### src/hw/duart_pkg.sv
// Shared constants and types for the dual UART sleep, loopback and register decode block
package duart_pkg;
    // ==========================================================
    // Register addresses on the three address lines
    localparam logic [2:0] ADDR_DATA = 3'h0;
    localparam logic [2:0] ADDR_IER = 3'h1;
    localparam logic [2:0] ADDR_ISR = 3'h2;
    localparam logic [2:0] ADDR_LCR = 3'h3;
    localparam logic [2:0] ADDR_MCR = 3'h4;
    localparam logic [2:0] ADDR_LSR = 3'h5;
    localparam logic [2:0] ADDR_MSR = 3'h6;
    localparam logic [2:0] ADDR_SPR = 3'h7;
    // ==========================================================
    // Index of each writable register inside a channel's storage
    localparam logic [3:0] IX_THR = 4'h0;
    localparam logic [3:0] IX_DLL = 4'h1;
    localparam logic [3:0] IX_DLM = 4'h2;
    localparam logic [3:0] IX_DLD = 4'h3;
    localparam logic [3:0] IX_IER = 4'h4;
    localparam logic [3:0] IX_FCR = 4'h5;
    localparam logic [3:0] IX_LCR = 4'h6;
    localparam logic [3:0] IX_MCR = 4'h7;
    localparam logic [3:0] IX_SPR = 4'h8;
    localparam logic [3:0] IX_EMS = 4'h9;
    localparam logic [3:0] IX_TRG = 4'hA;
    localparam logic [3:0] IX_FCT = 4'hB;
    localparam logic [3:0] IX_EFR = 4'hC;
    localparam logic [3:0] IX_XN1 = 4'hD;
    localparam logic [3:0] IX_XN2 = 4'hE;
    localparam logic [3:0] IX_XF1 = 4'hF;
    localparam logic [3:0] IX_XF2 = 4'h0;
    localparam int NUM_REGS = 17;
    // ==========================================================
    // Field positions and special values
    localparam int LCR_DIV_BIT = 7;
    localparam logic [7:0] LCR_ENHANCED = 8'hBF;
    localparam int EFR_ENH_BIT = 4;
    localparam int EFR_CTS_BIT = 7;
    localparam int EFR_RTS_BIT = 6;
    localparam int IER_SLEEP_BIT = 4;
    localparam int MCR_LOOP_BIT = 4;
    localparam int FEATURE_CONTROL_LVL_BIT = 6;
    localparam logic [3:0] ISR_WAKE_CODE = 4'h1;
    localparam logic [7:0] REG_RESET = 8'h00;
    localparam logic [7:0] DIV_ZERO = 8'h00;
    // ==========================================================
    // Modem inputs of one channel, as active-high levels
    typedef struct packed {
        logic carrier_detect;
        logic phone_call_in;
        logic set_ready;
        logic clear_to_send;
    } modem_type;
    // Read-only values supplied by a channel's UART core
    typedef struct packed {
        logic [7:0] rx_data;
        logic [7:0] line_status;
        logic [7:0] int_status;
        logic [7:0] fifo_count;
        logic [7:0] fifo_level;
    } core_status_type;
endpackage

### src/hw/duart_sleep_ctrl.sv
// Sleep, power isolation, loopback and register decode for a dual UART
// Function
// Sleep only when no interrupts, both sleep enables set, no modem deltas, RX idle.
// Oscillator output stops toggling while asleep.
// Without isolation, wake on RX start edge, transmit load, or modem input change.
// Waking with sleep enabled raises interrupt reading 0x1; status read clears it.
// Return to sleep automatically once all interrupting conditions are cleared.
// Host reads modem status after a modem wake so sleep may resume.
// Sleep keeps recurring until the sleep enable bit is cleared.
// Isolation starts when the select pin is high and the device sleeps.
// Isolation gates off all host address, data and strobe inputs.
// Isolated device wakes only on RX start edge or modem change.
// Isolation recurs after modem status read and all conditions cleared.
// Isolation lasts until sleep enable cleared or select pin low.
// Modem control bit 4 places the channel in internal loopback.
// In loopback transmit shifter output feeds receive shifter input.
// In loopback TX, RTS, DTR held static; modem inputs ignored.
// Hardware handshake flow control is switched off during loopback.
// Address 0, divisor latch off: read receive data, write transmit data.
// Address 2 reaches fractional divisor when latch on, not 0xBF, enhanced set.
// Zero divisor with latch on: addresses 0 and 1 read revision and identity.
// Address 2 outside 0xBF reads interrupt status, writes FIFO control.
// Address 7 reads scratch or FIFO level per feature bit; writes mode select.
// With 0xBF: trigger/count, feature, enhanced, and four flow characters.
`timescale 1ns/1ns
module duart_sleep_ctrl #(
    parameter logic [7:0] REVISION_VALUE = 8'h5A, // Arbitrary value
    parameter logic [7:0] IDENT_VALUE = 8'hA5 // Arbitrary value
) (
    input wire logic clock_i,
    input wire logic reset_n_i,
    input wire logic [2:0] addr_i,
    input wire logic [7:0] data_i,
    output logic [7:0] data_o,
    output logic data_oe_o,
    input wire logic chan_a_select_n_i,
    input wire logic chan_b_select_n_i,
    input wire logic write_strobe_n_i,
    input wire logic read_strobe_n_i,
    input wire logic power_isolate_sel_i,
    input wire logic [1:0] rx_i,
    input duart_pkg::modem_type [1:0] modem_n_i,
    input wire logic [1:0] tx_shift_i,
    input wire logic [1:0] core_int_i,
    input duart_pkg::core_status_type [1:0] core_status_i,
    output logic [1:0] rx_shift_o,
    output logic [1:0] tx_o,
    output logic [1:0] rts_n_o,
    output logic [1:0] dtr_n_o,
    output logic [1:0] hw_flow_o,
    output logic [1:0] thr_load_o,
    output logic [1:0] int_o,
    output logic osc_output_o,
    output logic sleep_o,
    output logic isolate_o
);
    import duart_pkg::*;

    // ==========================================================
    // Reset release and input synchronisers
    logic [1:0] rst_pipe_reg;
    logic rst_n;
    always_ff @(posedge clock_i or negedge reset_n_i) begin
        if (!reset_n_i) begin
            rst_pipe_reg <= 2'h0;
        end else begin
            rst_pipe_reg <= {rst_pipe_reg[0], 1'b1};
        end
    end
    assign rst_n = rst_pipe_reg[1];

    // Every host bus, select, RX and modem pin is asynchronous to clock_i, so all pass two flops
    localparam int SW = 3 + 8 + 4 + 1 + 2 + 8;
    logic [SW-1:0] sync1_reg, sync2_reg;
    always_ff @(posedge clock_i or negedge rst_n) begin
        if (!rst_n) begin
            sync1_reg <= {SW{1'b1}};
            sync2_reg <= {SW{1'b1}};
        end else begin
            sync1_reg <= {addr_i, data_i, chan_a_select_n_i, chan_b_select_n_i,
                write_strobe_n_i, read_strobe_n_i, power_isolate_sel_i, rx_i, modem_n_i};
            sync2_reg <= sync1_reg;
        end
    end
    logic [2:0] s_addr;
    logic [7:0] s_data;
    logic s_csa_n, s_csb_n, s_wr_n, s_rd_n, s_iso_pin;
    logic [1:0] s_rx;
    modem_type [1:0] s_modem_n;
    assign {s_addr, s_data, s_csa_n, s_csb_n, s_wr_n, s_rd_n, s_iso_pin, s_rx,
        s_modem_n} = sync2_reg;

    // ==========================================================
    // Bus strobe edges; isolation blanks them all
    logic wr_n_d_reg, rd_n_d_reg;
    logic sleep_reg, isolate_reg;
    logic bus_open, chan, cs_any, wr_pulse, rd_pulse;
    always_ff @(posedge clock_i or negedge rst_n) begin
        if (!rst_n) begin
            wr_n_d_reg <= 1'b1;
            rd_n_d_reg <= 1'b1;
        end else begin
            wr_n_d_reg <= s_wr_n;
            rd_n_d_reg <= s_rd_n;
        end
    end
    assign bus_open = !isolate_reg;
    assign cs_any = !s_csa_n || !s_csb_n;
    assign chan = s_csa_n; // Channel A wins when both selects are low
    // Write commits on the trailing edge so data has settled
    assign wr_pulse = bus_open && cs_any && s_wr_n && !wr_n_d_reg;
    assign rd_pulse = bus_open && cs_any && !s_rd_n && rd_n_d_reg;

    // ==========================================================
    // Register storage, two channels of indexed flops
    logic [7:0] regs_reg [2][NUM_REGS];
    logic [7:0] line_control [2], interrupt_enable [2], modem_control [2], enhanced_function [2], fct [2];
    logic [1:0] loop, enh, dlab, wake_int_reg;
    always_comb begin
        for (int c = 0; c < 2; c++) begin
            line_control[c] = regs_reg[c][IX_LCR];
            interrupt_enable[c] = regs_reg[c][IX_IER];
            modem_control[c] = regs_reg[c][IX_MCR];
            enhanced_function[c] = regs_reg[c][IX_EFR];
            fct[c] = regs_reg[c][IX_FCT];
            loop[c] = modem_control[c][MCR_LOOP_BIT];
            enh[c] = line_control[c] == LCR_ENHANCED;
            dlab[c] = line_control[c][LCR_DIV_BIT] && !enh[c];
        end
    end

    // Write decode: storage index and whether the address is writable
    logic [4:0] wr_ix;
    logic wr_ok;
    logic [7:0] we;
    assign we = enhanced_function[chan];
    always_comb begin
        wr_ok = 1'b1;
        wr_ix = 5'(IX_THR);
        unique case (s_addr)
            ADDR_DATA: wr_ix = enh[chan] ? 5'(IX_TRG)
                : dlab[chan] ? 5'(IX_DLL) : 5'(IX_THR);
            ADDR_IER: wr_ix = enh[chan] ? 5'(IX_FCT)
                : dlab[chan] ? 5'(IX_DLM) : 5'(IX_IER);
            ADDR_ISR: wr_ix = enh[chan] ? 5'(IX_EFR)
                : (dlab[chan] && we[EFR_ENH_BIT]) ? 5'(IX_DLD) : 5'(IX_FCR);
            ADDR_LCR: wr_ix = 5'(IX_LCR);
            ADDR_MCR: wr_ix = enh[chan] ? 5'(IX_XN1) : 5'(IX_MCR);
            ADDR_LSR: begin
                wr_ix = 5'(IX_XN2);
                wr_ok = enh[chan]; // Line status is read-only
            end
            ADDR_MSR: begin
                wr_ix = 5'(IX_XF1);
                wr_ok = enh[chan];
            end
            ADDR_SPR: wr_ix = enh[chan] ? 5'(NUM_REGS - 1) : 5'(IX_EMS);
        endcase
    end

    // Scratch pad shares address 7 writes with mode select, so it is
    // loaded from the same byte: the mode select write reaches both
    logic [4:0] wr_slot;
    assign wr_slot = wr_ix;
    always_ff @(posedge clock_i or negedge rst_n) begin
        if (!rst_n) begin
            for (int c = 0; c < 2; c++) begin
                for (int i = 0; i < NUM_REGS; i++) begin
                    regs_reg[c][i] <= REG_RESET;
                end
            end
        end else if (wr_pulse && wr_ok) begin
            regs_reg[chan][wr_slot] <= s_data;
            if (wr_slot == 5'(IX_EMS)) begin
                regs_reg[chan][IX_SPR] <= s_data;
            end
        end
    end

    // Transmit load pulse toward each channel's FIFO
    always_ff @(posedge clock_i or negedge rst_n) begin
        if (!rst_n) begin
            thr_load_o <= 2'h0;
        end else begin
            thr_load_o <= 2'h0;
            if (wr_pulse && wr_slot == 5'(IX_THR) && s_addr == ADDR_DATA) begin
                thr_load_o[chan] <= 1'b1;
            end
        end
    end

    // ==========================================================
    // Modem status: loopback substitutes the control bits for the pins
    modem_type [1:0] modem_lvl, modem_prev_reg;
    logic [3:0] delta_reg [2];
    logic [1:0] modem_chg, msr_rd, isr_rd;
    always_comb begin
        for (int c = 0; c < 2; c++) begin
            modem_lvl[c] = loop[c] ? modem_type'({modem_control[c][3:2], modem_control[c][0], modem_control[c][1]})
                : modem_type'(~s_modem_n[c]);
            modem_chg[c] = !loop[c] && (modem_lvl[c] != modem_prev_reg[c]);
            msr_rd[c] = rd_pulse && chan == c[0] && s_addr == ADDR_MSR && !enh[c];
            isr_rd[c] = rd_pulse && chan == c[0] && s_addr == ADDR_ISR && !enh[c]
                && !(dlab[c] && enhanced_function[c][EFR_ENH_BIT]);
        end
    end
    // A change in the read cycle still survives: set wins over clear
    always_ff @(posedge clock_i or negedge rst_n) begin
        if (!rst_n) begin
            modem_prev_reg <= '0;
            delta_reg <= '{default: 4'h0};
        end else begin
            for (int c = 0; c < 2; c++) begin
                modem_prev_reg[c] <= modem_lvl[c];
                delta_reg[c] <= (msr_rd[c] ? 4'h0 : delta_reg[c])
                    | (modem_chg[c] ? 4'(modem_lvl[c] ^ modem_prev_reg[c]) : 4'h0);
            end
        end
    end

    // ==========================================================
    // Sleep and isolation control
    logic [1:0] rx_prev_reg, rx_fall;
    logic quiet, wake_evt, host_load;
    always_ff @(posedge clock_i or negedge rst_n) begin
        if (!rst_n) begin
            rx_prev_reg <= 2'h3;
        end else begin
            rx_prev_reg <= s_rx;
        end
    end
    assign rx_fall = rx_prev_reg & ~s_rx;
    assign host_load = wr_pulse && s_addr == ADDR_DATA && !enh[chan] && !dlab[chan];
    // The write term is already dead under isolation, since bus_open is low
    assign wake_evt = (|rx_fall) || (|modem_chg) || host_load;
    // Pending interrupts of either channel, including our own wake flag, hold us awake
    assign quiet = !(|core_int_i) && !(|wake_int_reg)
        && interrupt_enable[0][IER_SLEEP_BIT] && interrupt_enable[1][IER_SLEEP_BIT]
        && delta_reg[0] == 4'h0 && delta_reg[1] == 4'h0 && (&s_rx);

    always_ff @(posedge clock_i or negedge rst_n) begin
        if (!rst_n) begin
            sleep_reg <= 1'b0;
        end else if (sleep_reg) begin
            // Clearing a sleep enable also ends sleep
            sleep_reg <= !wake_evt && interrupt_enable[0][IER_SLEEP_BIT] && interrupt_enable[1][IER_SLEEP_BIT];
        end else begin
            sleep_reg <= quiet && !wake_evt;
        end
    end

    always_ff @(posedge clock_i or negedge rst_n) begin
        if (!rst_n) begin
            isolate_reg <= 1'b0;
        end else begin
            // Follows sleep while the select pin is high, so it recurs whenever sleep does with the pin high
            isolate_reg <= sleep_reg && !wake_evt && s_iso_pin
                && interrupt_enable[0][IER_SLEEP_BIT] && interrupt_enable[1][IER_SLEEP_BIT];
        end
    end

    // Wake interrupt per channel; a fresh wake beats a simultaneous status read
    always_ff @(posedge clock_i or negedge rst_n) begin
        if (!rst_n) begin
            wake_int_reg <= 2'h0;
        end else begin
            for (int c = 0; c < 2; c++) begin
                if (sleep_reg && wake_evt && interrupt_enable[c][IER_SLEEP_BIT]) begin
                    wake_int_reg[c] <= 1'b1;
                end else if (isr_rd[c]) begin
                    wake_int_reg[c] <= 1'b0;
                end
            end
        end
    end

    // Oscillator stand-in: a divided clock that freezes while asleep
    always_ff @(posedge clock_i or negedge rst_n) begin
        if (!rst_n) begin
            osc_output_o <= 1'b0;
        end else if (!sleep_reg) begin
            osc_output_o <= !osc_output_o;
        end
    end

    // ==========================================================
    // Read mux and bus data output
    logic [7:0] rd_val;
    logic [7:0] rg [NUM_REGS];
    core_status_type st;
    logic zdiv;
    assign rg = regs_reg[chan];
    assign st = core_status_i[chan];
    assign zdiv = rg[IX_DLL] == DIV_ZERO && rg[IX_DLM] == DIV_ZERO;
    always_comb begin
        rd_val = REG_RESET;
        unique case (s_addr)
            ADDR_DATA: rd_val = enh[chan] ? st.fifo_count : !dlab[chan] ? st.rx_data
                : zdiv ? REVISION_VALUE : rg[IX_DLL];
            ADDR_IER: rd_val = enh[chan] ? fct[chan] : !dlab[chan] ? interrupt_enable[chan]
                : zdiv ? IDENT_VALUE : rg[IX_DLM];
            ADDR_ISR: rd_val = enh[chan] ? enhanced_function[chan]
                : (dlab[chan] && enhanced_function[chan][EFR_ENH_BIT]) ? rg[IX_DLD]
                : wake_int_reg[chan] ? {st.int_status[7:4], ISR_WAKE_CODE}
                : st.int_status;
            ADDR_LCR: rd_val = line_control[chan];
            ADDR_MCR: rd_val = enh[chan] ? rg[IX_XN1] : modem_control[chan];
            ADDR_LSR: rd_val = enh[chan] ? rg[IX_XN2] : st.line_status;
            ADDR_MSR: rd_val = enh[chan] ? rg[IX_XF1] : {modem_lvl[chan], delta_reg[chan]};
            ADDR_SPR: rd_val = enh[chan] ? rg[NUM_REGS - 1]
                : fct[chan][FEATURE_CONTROL_LVL_BIT] ? st.fifo_level : rg[IX_SPR];
        endcase
    end

    // Data is latched at the strobe's leading edge and driven while it stays low
    always_ff @(posedge clock_i or negedge rst_n) begin
        if (!rst_n) begin
            data_o <= REG_RESET;
            data_oe_o <= 1'b0;
        end else begin
            if (rd_pulse) begin
                data_o <= rd_val;
            end
            data_oe_o <= bus_open && cs_any && !s_rd_n;
        end
    end

    // ==========================================================
    // Serial pins, loopback and registered status outputs
    always_ff @(posedge clock_i or negedge rst_n) begin
        if (!rst_n) begin
            rx_shift_o <= 2'h3;
            tx_o <= 2'h3;
            rts_n_o <= 2'h3;
            dtr_n_o <= 2'h3;
            hw_flow_o <= 2'h0;
            int_o <= 2'h0;
            sleep_o <= 1'b0;
            isolate_o <= 1'b0;
        end else begin
            for (int c = 0; c < 2; c++) begin
                rx_shift_o[c] <= loop[c] ? tx_shift_i[c] : s_rx[c];
                // Marking level keeps the far receiver free of false breaks
                tx_o[c] <= loop[c] ? 1'b1 : tx_shift_i[c];
                rts_n_o[c] <= loop[c] ? 1'b1 : !modem_control[c][1];
                dtr_n_o[c] <= loop[c] ? 1'b1 : !modem_control[c][0];
                hw_flow_o[c] <= !loop[c]
                    && (enhanced_function[c][EFR_CTS_BIT] || enhanced_function[c][EFR_RTS_BIT]);
                int_o[c] <= wake_int_reg[c] || core_int_i[c];
            end
            sleep_o <= sleep_reg;
            isolate_o <= isolate_reg;
        end
    end
endmodule

### config.mk
export PLATFORM = sky130hd
export DESIGN_NAME = duart_sleep_ctrl
export DESIGN_NICKNAME = d
export VERILOG_FILES = /design/src/hw/duart_pkg.sv /design/src/hw/duart_sleep_ctrl.sv
export SDC_FILE = /design/constraint.sdc
export NUM_CORES = 1
export LEC_CHECK = 0
export ABC_CLOCK_PERIOD_IN_PS = 13100
export BUFFER_PORTS_ARGS = -buffer_cell sky130_fd_sc_hd__buf_2
export CAP_MARGIN = 15
export CORE_MARGIN = 4
export CORE_UTILIZATION = 49
export DETAILED_ROUTE_END_ITERATION = 16
export PLACE_DENSITY = 0.68
export SLEW_MARGIN = 40
export SYNTH_ARGS = -nofsm -noshare
export SYNTH_HDL_FRONTEND = slang
export SYNTH_SLANG_ARGS = --single-unit
### constraint.sdc
create_clock -name clock_i -period 13.1 [get_ports clock_i]
set_clock_uncertainty 0.2 [all_clocks]
set_input_delay 1.31 -clock clock_i [delete_from_list [all_inputs] [get_ports clock_i]]
set_output_delay 1.31 -clock clock_i [all_outputs]
set_load 0.005 [all_outputs]
==> reports/metrics.cfg, run 1 <==
[status]
status=finished, final reports clean

[timing]
tightest_slew_ns=0.872
fin_crit_ns=4.36
hold_viol=0
rsz0062_at_grt=no
fin_crit_sh_pct=33.3
slew_headroom_pct=41.7
setup_violations=0
clock.fmax_ghz=0.229
drv_slew=0
setup_tns_ns=0

[worst_hold_path]
hold_path_class=reg2reg

[floorplan]
die-height_um=181
die-area_um2=32600
start_util_pct=50.3
coreArea_um2=29000
die_w_um=181
io_pins=138
num_rows=62

[global_route]
grt-ovfl-total=0
track_usage_pct=25.7
grt_pass1_wl_mm=65.4
grt_max_degree=100
antenna_found_initial=0
grt_pass1_vias=10700

[critical_path]
critPathTopFamily=compound AO/OA/AOI/OAI gates
crit_chain=buf_4 > o211ai_1 > and2_1 > o311ai_0 > nand4_1 > o221a_2
critPathMaxStageDelay_ns=1.11
worstPathRequired_ns=13.30
critPathLaunchType=flop
worstPathMaxFanout=61
cp_slowest_cell=dfstp_4
cp.arrival_ns=4.56
path_buf_inv=1
cp-end-kind=flop
crit_type=reg2reg

[route]
routedWlPerCell_um=25.2
routed_wl_mm=42.2
drc=0
drt_pass1_iterations=5
routed_via_density=6.22
vias=10400
postRouteAntennaNets=0
drtIter0Drc=1007

[placement]
hpwl_mm=28.2
numPortBuffers=137
gp_congestion=0.912

[final_layout]
layout-drive-gt1-share_pct=40.3
fill_cells=2470
finish.utilization_pct=58.0
antenna_cells=0
area_growth_pct=15.3
finalNetCount=1380

[power_and_ir_drop]
vdd_ir_drop_max_uv=114
p_leak_nw=7.67
p_per_area_nw_per_um2=141

[clock_network]
cts.sinks=312
path_clk_slew_ns=0.06
cts_buffer_depth=3
cts_buffers=35
ctsResizeCount=0
cts_setup_buffers=0
cts_tree=done
htree_levels=2
clock_latency_ns=0.52
clock-root-buffer=clkbuf_16

[synthesis]
synthTopCellsByCount=dfrtp_1 (248), mux2_2 (218), mux2i_1 (84)
synth_area_leaders=dfrtp_1 (43%), mux2_2 (17%), dfstp_2 (12%)
syn_area_per_cell_um2=12.6
yosysMostFrequentCell=dfrtp_1
yosysTopAreaCell=dfrtp_1
synthArstFlopShare_pct=100
synth_edf_count=0
synth_cell_type_count=78
synth_top_area_share_pct=42.6
netlist_area_um2=14600
ys_seq_area_share_pct=54.1
ys_warn_count=0
synth_fp_nets=1269
synth_ff_type=dfrtp_1
syn_inst=1157
synth_seq_cells=312

[job]
cap_violations=0

[power by group]
part / total (mW) / internal [mW] / switching, mW
clock: 0.995 / 0.611 / 0.384
combinational: 0.251 / 0.121 / 0.130
sequential: 1.12 / 1.05 / 0.0768
total: 2.37 / 1.78 / 0.591
[kinds of logic after synthesis]
logic type / after synthesis / share of synthesized area [%]
mux: 312 / 23.7
flops: 312 / 54.1
simple gates: 226 / 8.74
compound gates: 206 / 10.1
buf+inv: 86 / 2.42
xor+xnor: 14 / 0.841
other cells: 1 / 0.0257
[final timing paths]
path	end	slack, ns	startpoint	cells past startpoint
worst max register to register	data_o[7]$_DFFE_PN0P_	8.74	sync2_reg[14]$_DFF_PN1_	6
min in group asynchronous	sync2_reg[7]$_DFF_PN1_	0.17	rst_pipe_reg[1]$_DFF_PN0_	0
worst min-delay path	rst_pipe_reg[1]$_DFF_PN0_	0.15	rst_pipe_reg[0]$_DFF_PN0_	0
max in group asynchronous	async pin	10.78	rst_pipe_reg[1]$_DFF_PN0_	3
worst max-delay path	data_o[7]$_DFFE_PN0P_	8.74	sync2_reg[14]$_DFF_PN1_	6
worst min register to register	rst_pipe_reg[1]$_DFF_PN0_	0.15	rst_pipe_reg[0]$_DFF_PN0_	0
[area by class of cell]
cell class	count	area, µm²	area share [%]
timing repair buffer	151	848	5.04
clock buffer	56	1060	6.29
tap	384	480	2.86
clock inverter	7	110	0.655
sequential	312	7900	46.9
multi-input combinational	759	6390	38.0
inverter	9	33.8	0.201
[placed cells by master, fill, tap and decap left out, drive strengths merged, types with 11 or more instances in the layout]
master    n
clkbuf   57
nor2b    12
nor4     15
nand2b   15
buf     149
dfrtp   248
o221ai   13
nor2     34
nor3     19
a22oi    11
a211oi   13
nand4    11
a21oi    28
nand3    22
mux2i    84
mux2    226
nand2    48
dfstp    64
o21ai    49
[routing by layer]
metal	up-vias	wire (µm)	part of all wire (%)	global-route usage, %
met5	-	0	0	0
met4	0	1280	3.0	7.53
met3	104	3360	7.9	5.43
met2	479	19700	47	40.2
met1	5321	17900	42	36.4
li1	4527	-	-	-
[repair_timing]
action	CTS	global route
setup endpoints to repair	0	0
hold buffers	0	1
endpoints found under the hold margin	0	4
[metrics by stage]
step | hold WS [ns] | power, mW | cells | setup slack (ns) | instance area, µm²
final | 0.148 | 2.37 | 1678 | 8.74 | 16800
after global routing | 0.152 | 2.46 | 1678 | 8.70 | 16800
after floorplan | 0.131 | 1.28 | 1157 | 3.67 | 14600
after global placement | 0.140 | 1.38 | 1611 | 8.99 | 15500
after detailed placement | 0.138 | 1.39 | 1612 | 8.90 | 15600
after CTS | 0.151 | 2.38 | 1675 | 8.89 | 16800
(Power assumes the default switching activity.)
==> run 2, diff against run 1 <==
--- a/config.mk
+++ b/config.mk
@@ -5,7 +5,8 @@
 export SDC_FILE = /design/constraint.sdc
 export NUM_CORES = 1
 export LEC_CHECK = 0
-export ABC_CLOCK_PERIOD_IN_PS = 13100
+export ABC_AREA = 1
+export ABC_CLOCK_PERIOD_IN_PS = 4100
 export BUFFER_PORTS_ARGS = -buffer_cell sky130_fd_sc_hd__buf_2
 export CAP_MARGIN = 15
 export CORE_MARGIN = 4
==> constraint.sdc (replaced) <==
create_clock -name clock_i -period 4.1 [get_ports clock_i]
set_clock_uncertainty 0.2 [all_clocks]
set_input_delay 0.41 -clock clock_i [delete_from_list [all_inputs] [get_ports clock_i]]
set_output_delay 0.41 -clock clock_i [all_outputs]
set_load 0.005 [all_outputs]
==> run 2 against run 1 <==
Effect of this change:
- register-to-register slack got worse by 8.1 ns
- combinational power increased to 4.1 times the previous value
- fmax increased by 27%
- clock power increased to 3.0 times the previous value
- worst hold slack got worse by 0.13 ns
- power increased to 3.2 times the previous value
- highest routed layer unchanged
==> reports/metrics.cfg, run 2 <==
[status]
status=finished, final reports clean

[global_route]
grt_pass1_wl_mm=66.0
grt_pass1_vias=12200
antenna_found_initial=1
track_usage_pct=24.4
grt_max_degree=94
grt-ovfl-total=0

[floorplan]
die-area_um2=33700
start_util_pct=49.6
die-height_um=184
io_pins=138
die_w_um=184
num_rows=64
coreArea_um2=30500

[synthesis]
synth_top_area_share_pct=41.0
yosysMostFrequentCell=nand2_1
yosysTopAreaCell=dfrtp_1
syn_inst=1884
synth-compound-area-share_pct=8.98
synth_cell_type_count=45
synth_edf_count=0
synthXorXnorAreaFrac_pct=0.521
synth_seq_cells=312
synth_ff_type=dfrtp_1
synth-simple-area-share_pct=30.6
synthTopCellsByCount=nand2_1 (771), dfrtp_1 (248), o21ai_0 (190)
synth_fp_nets=1996
syn_area_per_cell_um2=8.03
synth_mux_area_share_pct=1.32
synth_area_leaders=dfrtp_1 (41%), nand2_1 (19%), dfstp_2 (11%)
ys_warn_count=0
synthArstFlopShare_pct=100
netlist_area_um2=15100
synth_top_family_by_area=simple AND/OR/NAND/NOR gates
ys_seq_area_share_pct=52.2
yosys.area_share.adder_pct=0

[critical_path]
crit_chain=nand2_1 > o21ai_1 > nor2_2 > nor3_1 > nand2_1 > nor2_2 > buf_4 > nand3_2 > nand2_1 > nand2_1
cp.arrival_ns=3.63
crit_type=reg2reg
cp_slowest_cell=dfstp_4
critPathLaunchType=flop
worstPathRequired_ns=4.30
cp-end-kind=flop
worstPathMaxFanout=58
critPathMaxStageDelay_ns=1.04
crit_top_cell=nand2_1

[clock_network]
cts_setup_buffers=0
cts_tree=done
cts_buffers=34
clock-root-buffer=clkbuf_16
clock_latency_ns=0.51
htree_levels=2
hold_buffers=31
ctsResizeCount=0
cts_buffer_depth=3
cts.sinks=312
path_clk_slew_ns=0.06

[route]
routed_wl_mm=41.9
vias=13000
drt_pass1_iterations=7
postRouteAntennaNets=0
routedWlPerCell_um=17.2
routed_via_density=5.34
drtIter0Drc=1306
drc=0

[power_and_ir_drop]
vdd_ir_drop_max_uv=349
p_per_area_nw_per_um2=435
p_leak_nw=8.93

[placement]
numPortBuffers=137
dp.cells=2340
gp_congestion=0.912
pre_cts_ws_ns=0.715
hpwl_mm=27.8

[final_layout]
finalNetCount=2123
seqCellArea_um2=7900
finalNonFillerCells=2431
fill_cells=2781
multi_input_comb_area_um2=6280
layout-drive-gt1-share_pct=17.6
antenna_cells=0
final_cell_mix=nand2_1 (771), dfrtp_1 (247), o21ai_0 (190)
finish.utilization_pct=57.1
layout_commonest_cell=nand2_1
area_growth_pct=15.2

[timing]
hold_viol=0
tightest_slew_ns=0.812
setup_tns_ns=0
slew_headroom_pct=45.5
fin_crit_sh_pct=83.7
whs_ns=0.0157
setup_ws_ns=0.670
rsz0062_at_grt=no
clock.fmax_ghz=0.292
drv_slew=0
fin_crit_ns=3.43
setup_violations=0

[worst_hold_path]
hold_path_class=in2async

[job]
cap_violations=0

==> run 2: cell type report <==
class	instances	share of cell area [%]
clock buffers	49	5.50
clock inverters	11	0.625
inverters	105	2.29
multi-input cells	1363	36.1
flip-flops and latches	312	45.3
well taps	396	2.85
repair buffers	195	7.32
==> run 2: logic make-up after synthesis <==
family	count (synthesis)
and+or+nand+nor	1078
muxes	20
xor gates and xnor gates	9
AOI/OAI and AO/OA	255
other	1
buffers and inverters	209
DFF	312
==> run 2: path summary, 6_finish.rpt <==
check | slack, ns | to | start | cells after the start
worst max-delay path | 0.67 | flop | sync2_reg[14]$_DFF_PN1_ | 10
worst max register to register | 0.67 | flop | sync2_reg[14]$_DFF_PN1_ | 10
max in group asynchronous | 2.67 | sync2_reg[25]$_DFF_PN1_ | rst_pipe_reg[1]$_DFF_PN0_ | 2
min in group clock_i | 0.15 | sync2_reg[3]$_DFF_PN1_ | sync1_reg[3]$_DFF_PN1_ | 0
worst min register to register | 0.08 | async pin | rst_pipe_reg[1]$_DFF_PN0_ | 0
worst min-delay path | 0.02 | rst_pipe_reg[1]$_DFF_PN0_ | reset_n_i | 2
==> run 2: worst max-delay path, delay by kind of cell (launching register included) <==
kind	cells	cell delay [ns]
simple gates	8	1.33
compound gates	1	0.46
buf+inv	1	0.27
flops	1	1.04
==> run 2: power breakdown <==
group	leakage, nW	internal [mW]	switching (mW)	total, mW
registers	3.97	3.38	0.197	3.58
logic	4.43	0.376	0.645	1.02
clock network	0.530	1.75	1.22	2.97
total	8.93	5.51	2.06	7.57
==> run 2: layer usage <==
metal	up-vias	global-route usage (%)	part of all wire [%]
li1	6250	-	-
met1	6158	35.3	44
met2	480	38.4	46
met3	84	3.54	6.7
met4	0	7.63	2.9
met5	-	0	0
==> run 2: through the flow <==
stage / area, µm² / total power [mW]
4_1_cts: 17400 / 7.62
3_5_place_dp: 16000 / 4.62
2_1_floorplan: 15100 / 4.25
5_1_grt: 17400 / 7.91
6_report: 17400 / 7.57
3_3_place_gp: 16000 / 4.59
==> run 3, diff against run 2 <==
--- a/config.mk
+++ b/config.mk
@@ -6,13 +6,13 @@
 export NUM_CORES = 1
 export LEC_CHECK = 0
 export ABC_AREA = 1
-export ABC_CLOCK_PERIOD_IN_PS = 4100
+export ABC_CLOCK_PERIOD_IN_PS = 2800
 export BUFFER_PORTS_ARGS = -buffer_cell sky130_fd_sc_hd__buf_2
 export CAP_MARGIN = 15
 export CORE_MARGIN = 4
 export CORE_UTILIZATION = 49
 export DETAILED_ROUTE_END_ITERATION = 16
-export PLACE_DENSITY = 0.68
+export PLACE_DENSITY = 0.7
 export SLEW_MARGIN = 40
 export SYNTH_ARGS = -nofsm -noshare
 export SYNTH_HDL_FRONTEND = slang
==> constraint.sdc (replaced) <==
create_clock -name clock_i -period 2.8 [get_ports clock_i]
set_clock_uncertainty 0.2 [all_clocks]
set_input_delay 0.28 -clock clock_i [delete_from_list [all_inputs] [get_ports clock_i]]
set_output_delay 0.28 -clock clock_i [all_outputs]
set_load 0.005 [all_outputs]
==> run 3 against run 2 <==
Effect of this change:
- combinational power is 52% higher
- global-route usage is 0.17 points higher
- critical path depth is 5 higher
- clock power is 61% higher
- sequential cell count stayed put
- sequential power is 46% higher
- count of clock-buffer cells in the layout is 2 higher
- via count is 1.3% higher
- sequential share of layout area is 1.2 points lower
- critical path type unchanged
- largest cell class unchanged
- largest power group unchanged
==> reports/metrics.cfg, run 3 (synthesis gave the netlist of run 2 again) <==
[final_layout]
final_cell_mix=nand2_1 (769), dfrtp_1 (247), o21ai_0 (190)
finalNonFillerCells=2465
layout-drive-gt1-share_pct=19.0
finalNetCount=2155
fill_cells=2692
seqCellArea_um2=7900
antenna_cells=0
layout_commonest_cell=nand2_1
area_growth_pct=18.4
multi_input_comb_area_um2=6290

[timing]
tightest_slew_ns=0.699
hold_viol=0
drv_slew=0
fin_crit_ns=2.67
slew_headroom_pct=52.9
setup_violations=0
setup_tns_ns=0
whs_ns=0.0390
fin_crit_sh_pct=95.5
clock.fmax_ghz=0.374

[critical_path]
crit_type=reg2reg
worstPathMaxFanout=31
crit_path_start=sync2_reg[14]$_DFF_PN1_
worstPathRequired_ns=3.01
rr_startpoint=sync2_reg[14]$_DFF_PN1_
cp-end-kind=flop
cp.arrival_ns=2.89
critPathLaunchType=flop

[placement]
numPortBuffers=137
gp_congestion=0.874
dp.cells=2365
hpwl_mm=28.3

[clock_network]
path_clk_slew_ns=0.06
cts_buffers=35
clock_latency_ns=0.52
cts_buffer_depth=3
cts.sinks=312
htree_levels=2
clock-root-buffer=clkbuf_16
cts_tree=done

[floorplan]
die-height_um=184
start_util_pct=49.6
die-area_um2=33700
num_rows=64
coreArea_um2=30500
die_w_um=184
io_pins=138

[global_route]
grt_max_degree=88
grt_pass1_vias=12300
grt_pass1_wl_mm=66.8
grt-ovfl-total=0
antenna_found_initial=0
track_usage_pct=24.6

[route]
drt_pass1_iterations=6
vias=13100
drc=0
drtIter0Drc=1489
postRouteAntennaNets=0
routed_via_density=5.33
routedWlPerCell_um=17.1
routed_wl_mm=42.1

[worst_hold_path]
hold_path.startpoint=core_status_i[13]
hold_path_class=in2reg

[power_and_ir_drop]
p_leak_nw=9.20
vdd_ir_drop_max_uv=429
total_power_mw=11.6
p_per_area_nw_per_um2=647

[job]
cap_violations=0

[status]
status=finished, final reports clean

-- run 3: per-layer routing --
metal | vias to the layer above | share of wire, % | GRT usage (%)
li1 | 6326 | - | -
met1 | 6241 | 44 | 36.2
met2 | 505 | 47 | 38.5
met3 | 69 | 7.4 | 3.64
met4 | 0 | 2.1 | 6.38
met5 | - | 0 | 0
-- run 3: critical path, cell delays in order, from the launching register on --
cell and delay (ns):
dfstp_4 0.54, inv_6 0.23, buf_16 0.22, nand2_1 0.07
nand2_1 0.11, nor2_1 0.05, nand2_1 0.06, nor2_1 0.04
nand2_1 0.19, nand3_1 0.12, nand2_1 0.11, nand2_1 0.13
nor2_1 0.24, nand2_1 0.10, nand2_1 0.07, nand2_1 0.05
-- run 3: path summary, 6_finish.rpt --
kind                                                end  slack, ns  cells after the start
worst min-delay path              data_o[5]$_DFFE_PN0P_       0.04                      7
min in group asynchronous                     async pin       0.15                      0
worst max register to register    data_o[0]$_DFFE_PN0P_       0.13                     15
max in group asynchronous       sync1_reg[18]$_DFF_PN1_       1.37                      1
worst min register to register                async pin       0.15                      0
worst max-delay path              data_o[0]$_DFFE_PN0P_       0.13                     15
-- run 3: layout make-up --
class                           instances  area share [%]
Timing Repair Buffer                  226            8.94
Multi-Input combinational cell       1363            35.1
Inverter                              105            2.24
Sequential cell                       312            44.1
Clock buffer                           51            5.98
Clock inverter                         12           0.867
Tap cell                              396            2.77
-- run 3: power by group --
part | switching [mW] | internal (mW)
Sequential | 0.287 | 4.95
Clock | 1.84 | 2.95
Combinational | 0.965 | 0.588
Total | 3.09 | 8.49
-- run 3: timing repair --
item                       4_1_cts  5_1_grt
resized for setup                1        6
cloned                           0        2
setup endpoints to repair        4       33
hold buffers                    32        0
hold endpoints to repair        35        0
buffers inserted                 0        3
pin swaps                        0        1
-- run 3: through the flow --
| stage | instance area [µm²] | worst slack [ns] | util (%) |
|---|---|---|---|
| 3_5_place_dp | 16300 | -0.0266 | 53.3 |
| 2_1_floorplan | 15100 | -0.464 | - |
| 5_1_grt | 17900 | -0.0411 | 58.7 |
| 3_3_place_gp | 16300 | -0.0201 | 53.3 |
| 6_report | 17900 | 0.125 | 58.7 |
| 4_1_cts | 17800 | 0.0754 | 58.4 |
